<file path="src/sensor_seq_defines.vh">
// constants for the image sensor readout sequencer
`ifndef SENSOR_SEQ_DEFINES_VH
`define SENSOR_SEQ_DEFINES_VH

// register select codes carried in word bits 15:12
`define REG_SEQ_CTRL      4'h0
`define REG_PIX_LIMIT     4'h1
`define REG_LINE_LIMIT    4'h2
`define REG_EXPOSURE      4'h3
`define REG_COL_START     4'h4
`define REG_READ_START    4'h5
`define REG_RESET_START   4'h6
`define REG_ARRAY_CTRL    4'h7
`define REG_AMP_CTRL      4'h8

// register word layout
`define WORD_ADDR_MSB     15
`define WORD_ADDR_LSB     12
`define WORD_DATA_MSB     11

// sequencer control fields
`define SEQ_SHUTTER_BIT   0
`define SEQ_FRAME_CAL_BIT 1
`define SEQ_ROW_CAL_BIT   2
`define SEQ_CONT_CHG_BIT  3
`define SEQ_ROW_DIV_LSB   4
`define SEQ_SNAP_DIV_LSB  6
`define SEQ_KNEE_LSB      8
`define SEQ_MSLOPE_BIT    10
`define SEQ_EXT_VDDR_BIT  11

// pixel array control fields
`define ARR_TEST_LSB      0
`define ARR_COL_SUB_LSB   2
`define ARR_ROW_SUB_LSB   5

// amplifier control fields
`define AMP_GAIN_LSB      0
`define AMP_BYPASS_BIT    4
`define AMP_DUAL_BIT      5
`define AMP_ACTIVE_BIT    6

// reset value of the limit, control and pointer registers; array and amplifier control use literal zeros
`define CFG_RESET_VALUE   12'h000
`define PTR_RESET_VALUE   11'h000

// divider periods in system clocks: base << code
`define SNAP_DIV_BASE     9'h020
`define ROW_DIV_BASE      9'h004

`endif

</file>
<file path="src/image_sensor_readout_sequencer.v">
// register file and readout sequencer of the image sensor
// Contract
// - sequencer control bit 0 picks global (0) or rolling (1) shutter.
// - amplifier is calibrated each row blank; mode 0 full, mode 1 incremental.
// - frame cal mode on first row after frame begin; row mode after.
// - column shifter runs at half rate; odd/even buses merged at full rate.
// - snapshot clock period 32/64/128/256 clocks from bits 7:6.
// - row sequencer clock period 4/8/16/32 clocks from bits 5:4.
// - multislope bit 10 selects right-side reset with knee level.
// - row window rises on row sync, falls at pixel count limit.
// - line counter counts row advances; final row pulse at line limit.
// - global mode counts snapshot clocks to exposure count, pulses done.
// - rolling frame begin loads read pointer; row advance shifts, counts.
// - rolling exposure match issues reset pointer sync, loads start.
// - read pointer sync clears exposure counter; pointers keep advancing.
// - 640 column start positions; sub-sampling allows only even ones.
// - 1024 row starts for read and reset pointers, kept equal.
// - array bits 1:0 test mode; bit0 even, bit1 odd columns to reset.
// - column sub-sampling from bits 4:2, row sub-sampling from 7:5.
// - gain code bits 3:0 used only while bypass bit is 0.
// - amplifier active bit 0 puts whole amplifier in standby.
// - all configuration registers clear to zero at reset.
// - 16-bit write word: bits 15:12 register select, 11:0 data.
`timescale 1ns/1ps
`include "sensor_seq_defines.vh"
module image_sensor_readout_sequencer #(
  parameter CFG_W   = 12,
  parameter PTR_W   = 11,
  parameter PIX_W   = 10
) (
  input  wire             SYS_CLK_IN,
  input  wire             RESET_N_IN,
  input  wire [15:0]      CFG_WORD_IN,
  input  wire             CFG_WRITE_IN,
  input  wire             FRAME_BEGIN_IN,
  input  wire             ROW_ADVANCE_IN,
  input  wire             SNAP_BEGIN_IN,
  input  wire             SNAP_END_IN,
  input  wire [PIX_W-1:0] EVEN_BUS_IN,
  input  wire [PIX_W-1:0] ODD_BUS_IN,
  input  wire             PIX_READY_IN,
  output wire             PIX_VALID_OUT,
  output wire [PIX_W-1:0] PIX_DATA_OUT,
  output wire             ROLLING_MODE_OUT,
  output reg              CAL_ACTIVE_OUT,
  output reg              CAL_SLOW_OUT,
  output reg              COL_SHIFT_CLK_OUT,
  output reg              ROW_WINDOW_OUT,
  output reg              FINAL_ROW_OUT,
  output reg              EXPOSURE_DONE_OUT,
  output reg              READ_SYNC_OUT,
  output reg              RESET_SYNC_OUT,
  output reg  [PTR_W-1:0] READ_ROW_OUT,
  output reg  [PTR_W-1:0] RESET_ROW_OUT,
  output reg  [PTR_W-1:0] COL_ADDR_OUT,
  output wire             RESET_RIGHT_OUT,
  output wire [1:0]       KNEE_LEVEL_OUT,
  output wire             CONT_CHARGE_OUT,
  output wire             EXT_VDDR_OUT,
  output wire             TEST_EVEN_OUT,
  output wire             TEST_ODD_OUT,
  output wire [2:0]       COL_SUB_OUT,
  output wire [2:0]       ROW_SUB_OUT,
  output wire [3:0]       AMP_GAIN_OUT,
  output wire             AMP_UNITY_OUT,
  output wire             AMP_DUAL_OUT,
  output wire             AMP_STANDBY_OUT
);

  // configuration registers
  reg [CFG_W-1:0] seq_ctrl_q;
  reg [CFG_W-1:0] pix_limit_q;
  reg [CFG_W-1:0] line_limit_q;
  reg [CFG_W-1:0] exposure_q;
  reg [PTR_W-1:0] col_start_q;
  reg [PTR_W-1:0] read_start_q;
  reg [PTR_W-1:0] reset_start_q;
  reg [7:0]       array_ctrl_q;
  reg [6:0]       amp_ctrl_q;

  wire [3:0]       wr_sel;
  wire [CFG_W-1:0] wr_data;

  // whole word decoded in the write cycle
  assign wr_sel  = CFG_WORD_IN[`WORD_ADDR_MSB:`WORD_ADDR_LSB];
  assign wr_data = CFG_WORD_IN[`WORD_DATA_MSB:0];

  // writes; unlisted selects are ignored
  always @(posedge SYS_CLK_IN) begin
    if (!RESET_N_IN) begin
      seq_ctrl_q    <= `CFG_RESET_VALUE;
      pix_limit_q   <= `CFG_RESET_VALUE;
      line_limit_q  <= `CFG_RESET_VALUE;
      exposure_q    <= `CFG_RESET_VALUE;
      col_start_q   <= `PTR_RESET_VALUE;
      read_start_q  <= `PTR_RESET_VALUE;
      reset_start_q <= `PTR_RESET_VALUE;
      array_ctrl_q  <= 8'h00;
      amp_ctrl_q    <= 7'h00;
    end else if (CFG_WRITE_IN) begin
      case (wr_sel)
        `REG_SEQ_CTRL:    seq_ctrl_q    <= wr_data;
        `REG_PIX_LIMIT:   pix_limit_q   <= wr_data;
        `REG_LINE_LIMIT:  line_limit_q  <= wr_data;
        `REG_EXPOSURE:    exposure_q    <= wr_data;
        `REG_COL_START:   col_start_q   <= wr_data[PTR_W-1:0];
        `REG_READ_START:  read_start_q  <= wr_data[PTR_W-1:0];
        `REG_RESET_START: reset_start_q <= wr_data[PTR_W-1:0];
        `REG_ARRAY_CTRL:  array_ctrl_q  <= wr_data[7:0];
        `REG_AMP_CTRL:    amp_ctrl_q    <= wr_data[6:0];
        default:          ;
      endcase
    end
  end

  // static field decode
  wire rolling = seq_ctrl_q[`SEQ_SHUTTER_BIT];
  assign ROLLING_MODE_OUT = rolling;
  assign RESET_RIGHT_OUT  = seq_ctrl_q[`SEQ_MSLOPE_BIT];
  // knee level only reaches the right-side circuit
  assign KNEE_LEVEL_OUT   = seq_ctrl_q[`SEQ_MSLOPE_BIT] ?
                            seq_ctrl_q[`SEQ_KNEE_LSB+1:`SEQ_KNEE_LSB] :
                            2'b00;
  assign CONT_CHARGE_OUT  = seq_ctrl_q[`SEQ_CONT_CHG_BIT];
  assign EXT_VDDR_OUT     = seq_ctrl_q[`SEQ_EXT_VDDR_BIT];
  assign TEST_EVEN_OUT    = array_ctrl_q[`ARR_TEST_LSB];
  assign TEST_ODD_OUT     = array_ctrl_q[`ARR_TEST_LSB+1];
  assign COL_SUB_OUT      = array_ctrl_q[`ARR_COL_SUB_LSB+2:
                                         `ARR_COL_SUB_LSB];
  assign ROW_SUB_OUT      = array_ctrl_q[`ARR_ROW_SUB_LSB+2:
                                         `ARR_ROW_SUB_LSB];
  // bypass forces the code to zero so unity feedback wins
  assign AMP_UNITY_OUT    = amp_ctrl_q[`AMP_BYPASS_BIT];
  assign AMP_GAIN_OUT     = amp_ctrl_q[`AMP_BYPASS_BIT] ? 4'h0 :
                            amp_ctrl_q[`AMP_GAIN_LSB+3:`AMP_GAIN_LSB];
  assign AMP_STANDBY_OUT  = ~amp_ctrl_q[`AMP_ACTIVE_BIT];
  assign AMP_DUAL_OUT     = amp_ctrl_q[`AMP_DUAL_BIT] &
                            amp_ctrl_q[`AMP_ACTIVE_BIT];

  // period from base and 2-bit code
  function [8:0] div_period;
    input [8:0] base;
    input [1:0] code;
    begin
      div_period = base << code;
    end
  endfunction

  wire snap_tick;
  wire row_tick;

  // snapshot clock realigned at snapshot begin
  clock_granule #(.WIDTH(9)) snap_div (
    .clk_in     (SYS_CLK_IN),
    .reset_n_in (RESET_N_IN),
    .restart_in (SNAP_BEGIN_IN),
    .period_in  (div_period(`SNAP_DIV_BASE,
                            seq_ctrl_q[`SEQ_SNAP_DIV_LSB+1:
                                       `SEQ_SNAP_DIV_LSB])),
    .tick_out   (snap_tick)
  );

  // row clock realigned at each row advance
  clock_granule #(.WIDTH(9)) row_div (
    .clk_in     (SYS_CLK_IN),
    .reset_n_in (RESET_N_IN),
    .restart_in (ROW_ADVANCE_IN),
    .period_in  (div_period(`ROW_DIV_BASE,
                            seq_ctrl_q[`SEQ_ROW_DIV_LSB+1:
                                       `SEQ_ROW_DIV_LSB])),
    .tick_out   (row_tick)
  );

  // row blanking: calibrate, then one row clock later start the row sync
  reg first_row_q;
  reg blank_q;
  reg row_sync_q;
  always @(posedge SYS_CLK_IN) begin
    if (!RESET_N_IN) begin
      first_row_q    <= 1'b0;
      blank_q        <= 1'b0;
      row_sync_q     <= 1'b0;
      CAL_ACTIVE_OUT <= 1'b0;
      CAL_SLOW_OUT   <= 1'b0;
    end else begin
      row_sync_q <= 1'b0;
      if (FRAME_BEGIN_IN)
        first_row_q <= 1'b1;
      if (ROW_ADVANCE_IN) begin
        blank_q        <= 1'b1;
        CAL_ACTIVE_OUT <= 1'b1;
        // first row of frame uses frame mode, later rows the row mode
        CAL_SLOW_OUT   <= (first_row_q | FRAME_BEGIN_IN) ?
                          seq_ctrl_q[`SEQ_FRAME_CAL_BIT] :
                          seq_ctrl_q[`SEQ_ROW_CAL_BIT];
        first_row_q    <= 1'b0;
      end else if (blank_q && row_tick) begin
        blank_q        <= 1'b0;
        CAL_ACTIVE_OUT <= 1'b0;
        row_sync_q     <= 1'b1;
      end
    end
  end

  // column shifter at half rate, pixel counter per pair
  reg [CFG_W-1:0] pix_cnt_q;
  reg             phase_q;
  reg             buf_wr;
  reg [PIX_W-1:0] buf_wdata;
  wire            buf_ready;
  always @(posedge SYS_CLK_IN) begin
    if (!RESET_N_IN) begin
      pix_cnt_q         <= 12'h000;
      phase_q           <= 1'b0;
      ROW_WINDOW_OUT    <= 1'b0;
      COL_SHIFT_CLK_OUT <= 1'b0;
      COL_ADDR_OUT      <= 11'h000;
    end else if (row_sync_q) begin
      // odd start is forced even while sub-sampling
      COL_ADDR_OUT      <= (array_ctrl_q[`ARR_COL_SUB_LSB]) ?
                           {col_start_q[PTR_W-1:1], 1'b0} : col_start_q;
      pix_cnt_q         <= 12'h000;
      phase_q           <= 1'b0;
      ROW_WINDOW_OUT    <= 1'b1;
      COL_SHIFT_CLK_OUT <= 1'b0;
    end else if (ROW_WINDOW_OUT && buf_ready) begin
      // stall on a full buffer so no word is lost
      phase_q           <= ~phase_q;
      COL_SHIFT_CLK_OUT <= ~phase_q;
      if (phase_q) begin
        COL_ADDR_OUT <= COL_ADDR_OUT + 11'h001;
        if (pix_cnt_q == pix_limit_q)
          ROW_WINDOW_OUT <= 1'b0;
        else
          pix_cnt_q <= pix_cnt_q + 12'h001;
      end
    end
  end

  // merge: even bus on phase 0, odd bus on phase 1
  always @* begin
    buf_wr    = ROW_WINDOW_OUT & ~row_sync_q;
    buf_wdata = phase_q ? ODD_BUS_IN : EVEN_BUS_IN;
  end

  // two-entry output buffer
  reg [PIX_W-1:0] slot_q [0:1];
  reg             wp_q;
  reg             rp_q;
  reg [1:0]       fill_q;
  wire            push;
  wire            pop;
  assign buf_ready     = (fill_q != 2'd2);
  assign PIX_VALID_OUT = (fill_q != 2'd0);
  assign PIX_DATA_OUT  = slot_q[rp_q];
  assign push          = buf_wr & buf_ready;
  assign pop           = PIX_VALID_OUT & PIX_READY_IN;
  always @(posedge SYS_CLK_IN) begin
    if (!RESET_N_IN) begin
      wp_q      <= 1'b0;
      rp_q      <= 1'b0;
      fill_q    <= 2'd0;
      slot_q[0] <= {PIX_W{1'b0}};
      slot_q[1] <= {PIX_W{1'b0}};
    end else begin
      if (push) begin
        slot_q[wp_q] <= buf_wdata;
        wp_q         <= ~wp_q;
      end
      if (pop)
        rp_q <= ~rp_q;
      if (push && !pop)
        fill_q <= fill_q + 2'd1;
      else if (pop && !push)
        fill_q <= fill_q - 2'd1;
    end
  end

  // line counter and final row pulse
  reg [CFG_W-1:0] line_cnt_q;
  reg             lines_on_q;
  always @(posedge SYS_CLK_IN) begin
    if (!RESET_N_IN) begin
      line_cnt_q    <= 12'h000;
      lines_on_q    <= 1'b0;
      FINAL_ROW_OUT <= 1'b0;
    end else begin
      FINAL_ROW_OUT <= 1'b0;
      if (FRAME_BEGIN_IN) begin
        line_cnt_q <= 12'h000;
        lines_on_q <= 1'b1;
      end else if (lines_on_q && ROW_ADVANCE_IN) begin
        if (line_cnt_q == line_limit_q) begin
          FINAL_ROW_OUT <= 1'b1;
          lines_on_q    <= 1'b0;
        end else
          line_cnt_q <= line_cnt_q + 12'h001;
      end
    end
  end

  // global shutter exposure timer
  reg [CFG_W-1:0] snap_cnt_q;
  reg             snap_on_q;
  always @(posedge SYS_CLK_IN) begin
    if (!RESET_N_IN) begin
      snap_cnt_q        <= 12'h000;
      snap_on_q         <= 1'b0;
      EXPOSURE_DONE_OUT <= 1'b0;
    end else if (SNAP_BEGIN_IN && !rolling) begin
      snap_cnt_q        <= 12'h000;
      snap_on_q         <= 1'b1;
      EXPOSURE_DONE_OUT <= 1'b0;
    end else if (SNAP_END_IN || rolling) begin
      // end from outside may come early, from its own counter
      snap_on_q         <= 1'b0;
      EXPOSURE_DONE_OUT <= 1'b0;
    end else if (snap_tick) begin
      // done stands for one snapshot clock period
      EXPOSURE_DONE_OUT <= 1'b0;
      if (snap_on_q) begin
        if (snap_cnt_q + 12'h001 == exposure_q) begin
          EXPOSURE_DONE_OUT <= 1'b1;
          snap_on_q         <= 1'b0;
        end
        snap_cnt_q <= snap_cnt_q + 12'h001;
      end
    end
  end

  // rolling shutter pointers and exposure counter
  reg [CFG_W-1:0] roll_cnt_q;
  always @(posedge SYS_CLK_IN) begin
    if (!RESET_N_IN) begin
      roll_cnt_q     <= 12'h000;
      READ_SYNC_OUT  <= 1'b0;
      RESET_SYNC_OUT <= 1'b0;
      READ_ROW_OUT   <= 11'h000;
      RESET_ROW_OUT  <= 11'h000;
    end else begin
      READ_SYNC_OUT  <= 1'b0;
      RESET_SYNC_OUT <= 1'b0;
      if (FRAME_BEGIN_IN) begin
        READ_SYNC_OUT <= 1'b1;
        READ_ROW_OUT  <= read_start_q;
        roll_cnt_q    <= 12'h000;
      end else if (ROW_ADVANCE_IN) begin
        READ_ROW_OUT <= READ_ROW_OUT + 11'h001;
        roll_cnt_q   <= roll_cnt_q + 12'h001;
      end
      // reset pointer keeps moving until its own sync
      if (rolling && ROW_ADVANCE_IN && !FRAME_BEGIN_IN &&
          roll_cnt_q + 12'h001 == exposure_q) begin
        RESET_SYNC_OUT <= 1'b1;
        RESET_ROW_OUT  <= reset_start_q;
      end else if (ROW_ADVANCE_IN)
        RESET_ROW_OUT <= RESET_ROW_OUT + 11'h001;
    end
  end

endmodule

</file>
<file path="src/clock_granule.v">
// programmable period divider producing a one-cycle tick
`timescale 1ns/1ps
module clock_granule #(
  parameter WIDTH = 9
) (
  input  wire             clk_in,
  input  wire             reset_n_in,
  input  wire             restart_in,
  input  wire [WIDTH-1:0] period_in,
  output reg              tick_out
);

  reg [WIDTH-1:0] count_q;
  wire            wrap;

  // wrap on the last system clock of each period; the registered tick follows one clock later
  assign wrap = (count_q >= period_in - {{(WIDTH-1){1'b0}}, 1'b1});

  // restart realigns the grid to an external event
  always @(posedge clk_in) begin
    if (!reset_n_in) begin
      count_q  <= {WIDTH{1'b0}};
      tick_out <= 1'b0;
    end else if (restart_in) begin
      count_q  <= {WIDTH{1'b0}};
      tick_out <= 1'b0;
    end else begin
      tick_out <= wrap;
      count_q  <= wrap ? {WIDTH{1'b0}} : count_q + {{(WIDTH-1){1'b0}}, 1'b1};
    end
  end

endmodule

</file>
<file path="config.mk">
export PLATFORM = sky130hd
export DESIGN_NAME = image_sensor_readout_sequencer
export DESIGN_NICKNAME = d
export VERILOG_FILES = /design/src/image_sensor_readout_sequencer.v /design/src/clock_granule.v
export VERILOG_INCLUDE_DIRS = /design/src
export SDC_FILE = /design/constraint.sdc
export NUM_CORES = 1
export LEC_CHECK = 0
export BUFFER_PORTS_ARGS = -buffer_cell sky130_fd_sc_hd__buf_4
export CORE_MARGIN = 1
export CORE_UTILIZATION = 36
export CTS_CLUSTER_SIZE = 30
export DETAILED_ROUTE_END_ITERATION = 7
export MAX_ROUTING_LAYER = met4
export PLACE_DENSITY = 0.54
export SLEW_MARGIN = 20
export SYNTH_ARGS = -nofsm -noshare
export SYNTH_HDL_FRONTEND = slang
export SYNTH_SLANG_ARGS = --single-unit
</file>
<file path="constraint.sdc">
create_clock -name SYS_CLK_IN -period 3.7 [get_ports SYS_CLK_IN]
set_input_delay 0.74 -clock SYS_CLK_IN [delete_from_list [all_inputs] [get_ports SYS_CLK_IN]]
set_output_delay 0.74 -clock SYS_CLK_IN [all_outputs]
set_load 0.03 [all_outputs]
</file>
==> impl_metrics.py, run 1 <==
metrics = {
    "run_status": {
        "status": "completed",
    },
    "timing": {
        "setup_tns_ps": 0,
        "max_freq_ghz": 0.369,
        "finalCritPeriodShare_pct": 73.2,
        "fin_worst_skew_ps": 27.8,
        "hold_viol": 0,
        "fin_crit_ps": 2710,
        "rsz0062_at_grt": "false",
        "worstMarginPinSlew_ps": 798,
        "whs_ps": 450,
        "drv_slew": 0,
        "setup_viol": 0,
        "slew_headroom_pct": 46.7,
    },
    "critical_path": {
        "cp_top_family": "compound AO/OA/AOI/OAI gates",
        "r2r_slack_ps": 990,
        "crit_cells": 9,
        "cp.required_ps": 4120,
        "cp-end-kind": "register",
        "cp_cell_sequence": "ha_1 -> nand2_1 -> a2111oi_0 -> a31oi_1 -> a221o_1 -> nor4_2 -> buf_4 -> mux2i_1 -> o21ai_1",
        "cp-endpoint": "RESET_ROW_OUT[4]$_SDFFE_PN0P_",
        "setup.worst_path.start_class": "register",
        "critPathMaxStageDelay_ps": 440,
        "worst_ep_arrival_time_ps": 3130,
        "r2r_start": "roll_cnt_q[0]$_SDFFE_PP0P_",
        "cp.buffers_inverters": 1,
        "cp_slowest_cell": "dfxtp_1",
        "r2r-end": "RESET_ROW_OUT[4]$_SDFFE_PN0P_",
        "crit_type": "reg -> reg",
        "r2r_cells": 9,
        "path_max_fanout": 11,
        "crit_start": "roll_cnt_q[0]$_SDFFE_PP0P_",
    },
    "synthesis": {
        "synth_cell_types": 63,
        "yosys.area.top_type": "dfxtp_1",
        "yosysSeqAreaShare_pct": 44.5,
        "synth-seq-cells": 234,
        "synthesis.area_mm2": 0.0110,
        "yosys.area.top_type_share_pct": 39.1,
        "ys_top_cells_by_area": "dfxtp_1 (39%), mux2i_1 (9.1%), xor2_1 (6.7%)",
        "synth_flop_cell": "dfxtp_1",
        "yosys_warnings": 0,
        "postSynthCellCount": 1182,
        "synthArstFlopShare_pct": 0,
        "synth.avg_cell_area_um2": 9.28,
        "synth_enable_flop_cells": 20,
    },
    "finish": {
        "final_cell_area_mm2": 0.0131,
        "layout_common_cells": "dfxtp_1 (214), buf_4 (135), nand2_1 (129), nor2_1 (101), mux2i_1 (100)",
        "area_growth_pct": 19.8,
        "drive_gt1_share_pct": 15.4,
        "antenna_cells": 0,
        "layout.cells.most_common": "dfxtp_1",
        "stdcell_count": 1691,
        "nNetsFinal": 1342,
    },
    "die": {
        "start_util_pct": 36.8,
        "placeableCoreArea_mm2": 0.0298,
        "die-width_um": 177,
        "die_y_um": 177,
        "num_io_pins": 117,
        "die-area_mm2": 0.0312,
        "rows": 63,
    },
    "place": {
        "placedCellCount": 1641,
        "gp_congestion": 0.806,
        "place_area_mm2": 0.0122,
        "io_buffers": 116,
        "hpwl_um": 18400,
    },
    "global_route": {
        "grt_pass1_wl_um": 43200,
        "grt_overflow": 0,
        "antenna_found_initial": 0,
        "grt_pass1_vias": 7892,
        "grt_max_degree": 70,
        "grtUsageTotal_pct": 17.8,
    },
    "power": {
        "powerDensity_mw_per_mm2": 439,
        "p_leak_nw": 5.24,
        "ir_drop_v": 0.000322,
        "p_total_w": 0.00578,
    },
    "clock_network": {
        "hold_buffers": 0,
        "cts_setup_buffers": 0,
        "cts_buffers": 28,
        "cts_resized": 0,
        "cts_tree": "yes",
        "clock_latency_ps": 550,
        "htree_num_levels": 1,
        "cts.sinks": 234,
        "clk_pin_slew_ps": 60,
        "cts_root_buf": "clkbuf_16",
        "clock_path_buffers": 3,
    },
    "routing": {
        "avgRoutedWirePerCell_um": 15.7,
        "vias": 8194,
        "first_pass_iters": 4,
        "route.detailed.drc": 0,
        "drt-total-wl_um": 26600,
        "ant_nets": 0,
        "drtIter0Drc": 358,
        "vias_per_cell": 4.85,
    },
    "flow_run": {
        "drv_cap": 0,
    },
    "worst_hold_path": {
        "min_path_type": "reg -> reg",
        "hold_depth": 1,
    },
}
[worst min-delay path by stage]
| stage | start | end | slack, ps |
|---|---|---|---|
| floorplan | row_div.count_q[0]$_SDFF_PP0_ | row_div.count_q[0]$_SDFF_PP0_ | 410 |
| global placement | row_div.count_q[0]$_SDFF_PP0_ | row_div.count_q[0]$_SDFF_PP0_ | 430 |
| detailed placement | row_div.count_q[0]$_SDFF_PP0_ | row_div.count_q[0]$_SDFF_PP0_ | 430 |
| CTS | row_div.count_q[0]$_SDFF_PP0_ | row_div.count_q[0]$_SDFF_PP0_ | 450 |
| global route | SNAP_END_IN | snap_on_q$_SDFFE_PN0P_ | 480 |
| finish | row_div.count_q[0]$_SDFF_PP0_ | row_div.count_q[0]$_SDFF_PP0_ | 450 |
[cells in the mapped netlist (6+ instances only)]
library cell and number:
edfxtp_1 20, nand3_1 38, xor2_1 84, nor4_1 6, xnor2_1 59, inv_1 12
nand2b_1 9, ha_1 17, o21a_1 6, o21ai_0 29, clkbuf_1 56, a21oi_1 9
and2_1 36, nor3_1 10, nor2b_1 83, and3_1 20, nand2_1 129, buf_2 6
nand4_1 28, mux2i_1 100, mux2_2 10, dfxtp_1 214, o21ai_1 12, nor2_1 101
a21boi_0 24
[sequential cells by signal (all words and copies together) (netlist names), 11 cells and up, named ones only]
name,flops
read_start_q,11
RESET_ROW_OUT,11
READ_ROW_OUT,11
reset_start_q,11
exposure_q,12
snap_cnt_q,12
roll_cnt_q,12
seq_ctrl_q,12
COL_ADDR_OUT,11
pix_limit_q,12
col_start_q,11
slot_q,20
line_limit_q,12
pix_cnt_q,12
line_cnt_q,12
[through the flow]
| step | setup slack [ps] | util, % |
|---|---|---|
| final | 990 | 44.1 |
| after global routing | 702 | 44.1 |
| after CTS | 971 | 44.1 |
| after detailed placement | 925 | 41.0 |
| after global placement | 962 | 41.0 |
| after floorplan | 1200 | - |
[report_power, final]
group	total (W)	internal [W]	switching (W)	leakage, nW
Sequential	0.00264	0.00260	0.0000437	1.94
Clock	0.00272	0.00166	0.00106	0.462
Combinational	0.000410	0.000174	0.000236	2.84
[per-layer routing]
metal / global-route usage, % / up-vias / wire, um
li1: - / 4172 / -
met1: 24.9 / 3855 / 13500
met2: 27.1 / 141 / 11600
met3: 2.93 / 26 / 1280
met4: 3.41 / 0 / 265
met5: - / - / 0
[final cells by class]
| cell class | instances | area (um^2) |
|---|---|---|
| Sequential cell | 234 | 4880 |
| Tap cell | 390 | 488 |
| Clock buffer | 38 | 810 |
| Fill cell | 2985 | 16700 |
| Timing Repair Buffer | 135 | 1010 |
| Inverter | 12 | 45.0 |
| Clock inverter | 12 | 113 |
| Multi-Input combinational cell | 870 | 5790 |
[logic make-up (layout without fill, tap and decap cells)]
group                      Yosys count  after routing  synth area share, %
and+or+nand+nor                    488            488                 22.6
muxes                              110            110                 10.2
adders and majority gates           17             17                 1.94
xor gates and xnor gates           143            143                 11.4
buffers and inverters               80            197                 2.87
DFF                                234            234                 44.5
other                                2              4               0.0685
AOI/OAI and AO/OA                  108            108                 6.46
(Power assumes the default switching activity.)
==> inputs of run 2 (changes only) <==
Clock period 3.7 ns to 2.7 ns, I/O delays scaled along.
==> run 2 against run 1 <==
Compared with the run above: die area unchanged; sequential power up 37%; clock power up 46%; register-to-register slack worse by 870 ps; worst setup slack worse by 870 ps; highest routed layer unchanged.
==> impl_metrics.py, run 2 (synthesis gave the netlist of run 1 again) <==
metrics = {
    "run_status": {
        "status": "completed",
    },
    "timing": {
        "rsz0062_at_grt": "true",
        "fin_crit_ps": 2580,
        "finalCritPeriodShare_pct": 95.5,
        "setup_viol": 0,
        "drv_slew": 0,
        "slew_headroom_pct": 62.0,
        "worstMarginPinSlew_ps": 570,
        "setup_tns_ps": 0,
        "hold_viol": 0,
        "fin_worst_skew_ps": 14.8,
        "max_freq_ghz": 0.388,
    },
    "clock_network": {
        "cts_setup_buffers": 0,
        "clock_path_buffers": 3,
        "cts_tree": "yes",
        "cts.sinks": 234,
        "clock_latency_ps": 530,
        "hold_buffers": 0,
        "htree_num_levels": 1,
        "cts_root_buf": "clkbuf_16",
        "cts_resized": 0,
        "clk_pin_slew_ps": 70,
        "cts_buffers": 26,
    },
    "critical_path": {
        "worst_ep_arrival_time_ps": 2970,
        "path_max_fanout": 7,
        "r2r_slack_ps": 120,
        "cp_cell_sequence": "ha_1 -> nand2_1 -> a2111oi_1 -> a31oi_1 -> a221o_1 -> nor4_4 -> clkbuf_4 -> mux2i_1 -> o21ai_1",
        "crit_type": "reg -> reg",
        "cp.required_ps": 3090,
        "cp_top_family": "compound AO/OA/AOI/OAI gates",
        "cp.buffers_inverters": 1,
        "setup.worst_path.start_class": "register",
        "cp_slowest_cell": "dfxtp_1",
        "critPathMaxStageDelay_ps": 400,
        "cp-end-kind": "register",
    },
    "finish": {
        "layout.cells.most_common": "dfxtp_1",
        "area_growth_pct": 21.3,
        "largest_register_ffs": 20,
        "drive_gt1_share_pct": 16.2,
        "layout_common_cells": "dfxtp_1 (214), buf_4 (146), nand2_1 (129), nor2_1 (101), mux2i_1 (100)",
        "stdcell_count": 1701,
        "utilization_pct": 44.6,
        "final_cell_area_mm2": 0.0133,
        "antenna_cells": 0,
        "nNetsFinal": 1352,
        "top_register": "slot_q",
    },
    "routing": {
        "drt-total-wl_um": 26600,
        "first_pass_iters": 4,
        "vias_per_cell": 4.82,
        "ant_nets": 0,
        "drtIter0Drc": 435,
        "route.detailed.drc": 0,
        "avgRoutedWirePerCell_um": 15.6,
        "vias": 8199,
    },
    "power": {
        "powerDensity_mw_per_mm2": 613,
        "p_total_w": 0.00815,
        "p_leak_nw": 5.32,
        "ir_drop_v": 0.000410,
    },
    "global_route": {
        "grtUsageTotal_pct": 17.6,
        "grt_max_degree": 51,
        "antenna_found_initial": 0,
        "grt_overflow": 0,
        "grt_pass1_vias": 7910,
        "grt_pass1_wl_um": 42700,
    },
    "place": {
        "placedCellCount": 1652,
        "hpwl_um": 18400,
        "place_area_mm2": 0.0123,
        "io_buffers": 116,
        "gp_congestion": 0.852,
    },
    "die": {
        "num_io_pins": 117,
        "rows": 63,
        "start_util_pct": 36.8,
        "placeableCoreArea_mm2": 0.0298,
        "die-width_um": 177,
        "die_y_um": 177,
        "die-area_mm2": 0.0312,
    },
    "flow_run": {
        "drv_cap": 0,
    },
    "worst_hold_path": {
        "min_path_type": "in -> reg",
    },
}
-- run 2: final cells by class --
type                    count  area, um^2
clock buffers              37         795
clock inverters            11         189
fillers                  2924       16500
inverters                  12        45.0
multi-input cells         870        5800
flip-flops and latches    234        4880
well taps                 390         488
repair buffers            147        1100
-- run 2: per-layer routing --
metal  GRT usage (%)  routed length (um)  vias to the layer above
met3            2.50                1100                       31
met5               -                   0                        -
met2            27.7               11700                      144
met1            24.0               13400                     3824
li1                -                   -                     4200
met4            3.63                 445                        0
-- run 2: final timing paths --
path                                 start                            end  cells after the start
max             roll_cnt_q[1]$_SDFFE_PP0P_  RESET_ROW_OUT[6]$_SDFFE_PN0P_                      9
min                            SNAP_END_IN         snap_on_q$_SDFFE_PN0P_                      4
max reg2reg     roll_cnt_q[1]$_SDFFE_PP0P_  RESET_ROW_OUT[6]$_SDFFE_PN0P_                      9
min reg2reg  row_div.count_q[0]$_SDFF_PP0_  row_div.count_q[0]$_SDFF_PP0_                      1
-- run 2: worst register-to-register path: stages (launching register included) --
cell and delay, ps:
dfxtp_1 400, ha_1 190, nand2_1 180, a2111oi_1 400, a31oi_1 70, a221o_1 320, nor4_4 340, clkbuf_4 280
mux2i_1 200, o21ai_1 70
-- run 2: metrics by stage --
step,setup WS (ps),hold WS [ps]
6_report,121,308
5_1_grt,-36.6,317
4_1_cts,117,283
3_5_place_dp,150,436
3_3_place_gp,176,429
2_1_floorplan,219,413
-- run 2: report_power, final --
group          internal, W  leakage [nW]  total [W]  switching (W)
Clock              0.00252         0.479    0.00396        0.00144
Combinational     0.000245          2.90   0.000573       0.000328
Sequential         0.00356          1.94    0.00362      0.0000595
==> inputs of run 3 (changes only) <==
--- a/config.mk
+++ b/config.mk
@@ -12,4 +12,5 @@
 export CTS_CLUSTER_SIZE = 30
 export DETAILED_ROUTE_END_ITERATION = 7
+export GPL_ROUTABILITY_DRIVEN = 0
 export MAX_ROUTING_LAYER = met4
 export PLACE_DENSITY = 0.54
==> constraint.sdc (replaced) <==
create_clock -name SYS_CLK_IN -period 2.7 [get_ports SYS_CLK_IN]
set_input_delay 0.81 -clock SYS_CLK_IN [delete_from_list [all_inputs] [get_ports SYS_CLK_IN]]
set_output_delay 0.81 -clock SYS_CLK_IN [all_outputs]
set_load 0.02 [all_outputs]
==> run 3 against run 2 <==
Compared with the run above: clock power down 17%; via count down 0.15%; cell count unchanged; die area unchanged; sequential share of layout area up 0.50 points; clock skew down 6.9 ps; critical path depth unchanged.
==> impl_metrics.py, run 3 (synthesis gave the netlist of run 1 again) <==
metrics = {
    "run_status": {
        "status": "completed",
    },
    "global_route": {
        "grtUsageTotal_pct": 17.8,
        "antenna_found_initial": 0,
        "grt_overflow": 0,
        "grt_max_degree": 60,
        "grt_pass1_wl_um": 43100,
        "grt_pass1_vias": 7903,
    },
    "timing": {
        "setup_tns_ps": 0,
        "hold_viol": 0,
        "slew_headroom_pct": 63.5,
        "drv_slew": 0,
        "setup_viol": 0,
        "worstMarginPinSlew_ps": 548,
        "fin_worst_skew_ps": 7.92,
        "fin_crit_ps": 2520,
        "max_freq_ghz": 0.397,
        "finalCritPeriodShare_pct": 93.3,
        "rsz0062_at_grt": "false",
    },
    "place": {
        "hpwl_um": 18400,
        "io_buffers": 116,
        "placedCellCount": 1655,
    },
    "critical_path": {
        "path_max_fanout": 11,
        "setup.worst_path.start_class": "register",
        "crit_type": "reg -> reg",
        "cp_slowest_cell": "a2111oi_2",
        "worst_ep_arrival_time_ps": 2910,
        "cp_top_family": "compound AO/OA/AOI/OAI gates",
        "cp.required_ps": 3100,
        "r2r_slack_ps": 180,
        "critPathMaxStageDelay_ps": 400,
        "r2r-end": "RESET_ROW_OUT[4]$_SDFFE_PN0P_",
        "cp.buffers_inverters": 1,
        "r2r_cells": 9,
        "cp-end-kind": "register",
        "r2r_start": "roll_cnt_q[1]$_SDFFE_PP0P_",
        "cp_cell_sequence": "ha_1 -> nand2_1 -> a2111oi_2 -> a31oi_1 -> a221o_1 -> nor4_4 -> buf_6 -> mux2i_1 -> o21ai_1",
    },
    "die": {
        "num_io_pins": 117,
        "placeableCoreArea_mm2": 0.0298,
        "start_util_pct": 36.8,
        "rows": 63,
        "die_y_um": 177,
        "die-width_um": 177,
        "die-area_mm2": 0.0312,
    },
    "routing": {
        "wl_met3_um": 1200,
        "dr_wl_met2_um": 11500,
        "vias_per_cell": 4.81,
        "drt-total-wl_um": 26600,
        "vias": 8187,
        "first_pass_iters": 4,
        "wl_met1_um": 13400,
        "drtIter0Drc": 469,
        "route.detailed.drc": 0,
        "top_layer_used": "met4",
        "ant_nets": 0,
        "avgRoutedWirePerCell_um": 15.6,
    },
    "clock_network": {
        "htree_num_levels": 1,
        "cts_root_buf": "clkbuf_16",
        "cts_tree": "yes",
        "cts_buffers": 27,
        "clock_latency_ps": 520,
        "hold_buffers": 0,
        "cts_resized": 0,
        "clock_path_buffers": 3,
        "cts.sinks": 234,
        "cts_setup_buffers": 0,
        "clk_pin_slew_ps": 60,
    },
    "finish": {
        "stdcell_count": 1701,
        "largest_register_ffs": 20,
        "nNetsFinal": 1355,
        "layout_common_cells": "dfxtp_1 (214), buf_4 (147), nand2_1 (129), nor2_1 (101), mux2i_1 (100)",
        "area_growth_pct": 19.6,
        "top_register": "slot_q",
        "antenna_cells": 0,
        "drive_gt1_share_pct": 15.3,
        "fillers": 2969,
        "layout.cells.most_common": "dfxtp_1",
    },
    "worst_hold_path": {
        "worstHoldEndpoint": "row_div.count_q[0]$_SDFF_PP0_",
        "min_path_type": "reg -> reg",
        "hold_path_startpoint": "row_div.count_q[0]$_SDFF_PP0_",
        "hold_depth": 1,
    },
    "power": {
        "powerDensity_mw_per_mm2": 566,
        "ir_drop_v": 0.000394,
        "p_total_w": 0.00743,
        "p_leak_nw": 5.23,
    },
    "flow_run": {
        "drv_cap": 0,
    },
}
run 3: cell count changes in the layout (fill, tap and decap cells not counted), moves of 2 or more:
cell | before | now
clkbuf_1 | 3 | 10
clkinv_1 | 0 | 5
bufinv_16 | 5 | 0
clkbuf_8 | 6 | 2
clkinvlp_4 | 2 | 0
run 3: stage by stage:
step	area [um^2]	hold slack [ps]	setup slack (ps)	utilization [%]
2_1_floorplan	11000	413	135	-
3_3_place_gp	12300	428	32.3	41.4
3_5_place_dp	12300	444	60.0	41.4
4_1_cts	13100	452	71.9	44.0
5_1_grt	13100	488	9.85	44.0
6_report	13100	451	182	44.0
run 3: worst max path at each step:
stage	start	endpoint	slack [ps]	cells past startpoint
2_1_floorplan	ROW_ADVANCE_IN	RESET_ROW_OUT[0]$_SDFFE_PN0P_	140	9
3_3_place_gp	FRAME_BEGIN_IN	RESET_ROW_OUT[0]$_SDFFE_PN0P_	30	8
3_5_place_dp	FRAME_BEGIN_IN	RESET_ROW_OUT[4]$_SDFFE_PN0P_	60	8
4_1_cts	roll_cnt_q[1]$_SDFFE_PP0P_	RESET_ROW_OUT[4]$_SDFFE_PN0P_	70	9
5_1_grt	roll_cnt_q[1]$_SDFFE_PP0P_	RESET_ROW_OUT[2]$_SDFFE_PN0P_	10	9
6_report	roll_cnt_q[1]$_SDFFE_PP0P_	RESET_ROW_OUT[4]$_SDFFE_PN0P_	180	9
run 3: cell type report:
type | instances | area, um^2 | area share, %
sequential | 234 | 4880 | 37.2
clock inverter | 7 | 28.8 | 0.219
timing repair buffer | 149 | 1130 | 8.65
inverter | 12 | 45.0 | 0.343
tap | 390 | 488 | 3.72
clock buffer | 39 | 741 | 5.64
multi-input combinational | 870 | 5800 | 44.2
run 3: per-layer routing:
metal	vias to the layer above	GRT usage [%]
met4	0	4.06
met1	3793	25.0
li1	4201	-
met2	157	27.0
met3	36	2.45
met5	-	-
run 3: where the power goes:
| group | total, W | internal (W) | switching, W |
|---|---|---|---|
| Clock | 0.00327 | 0.00188 | 0.00139 |
| Sequential | 0.00362 | 0.00356 | 0.0000579 |
| Combinational | 0.000542 | 0.000247 | 0.000295 |
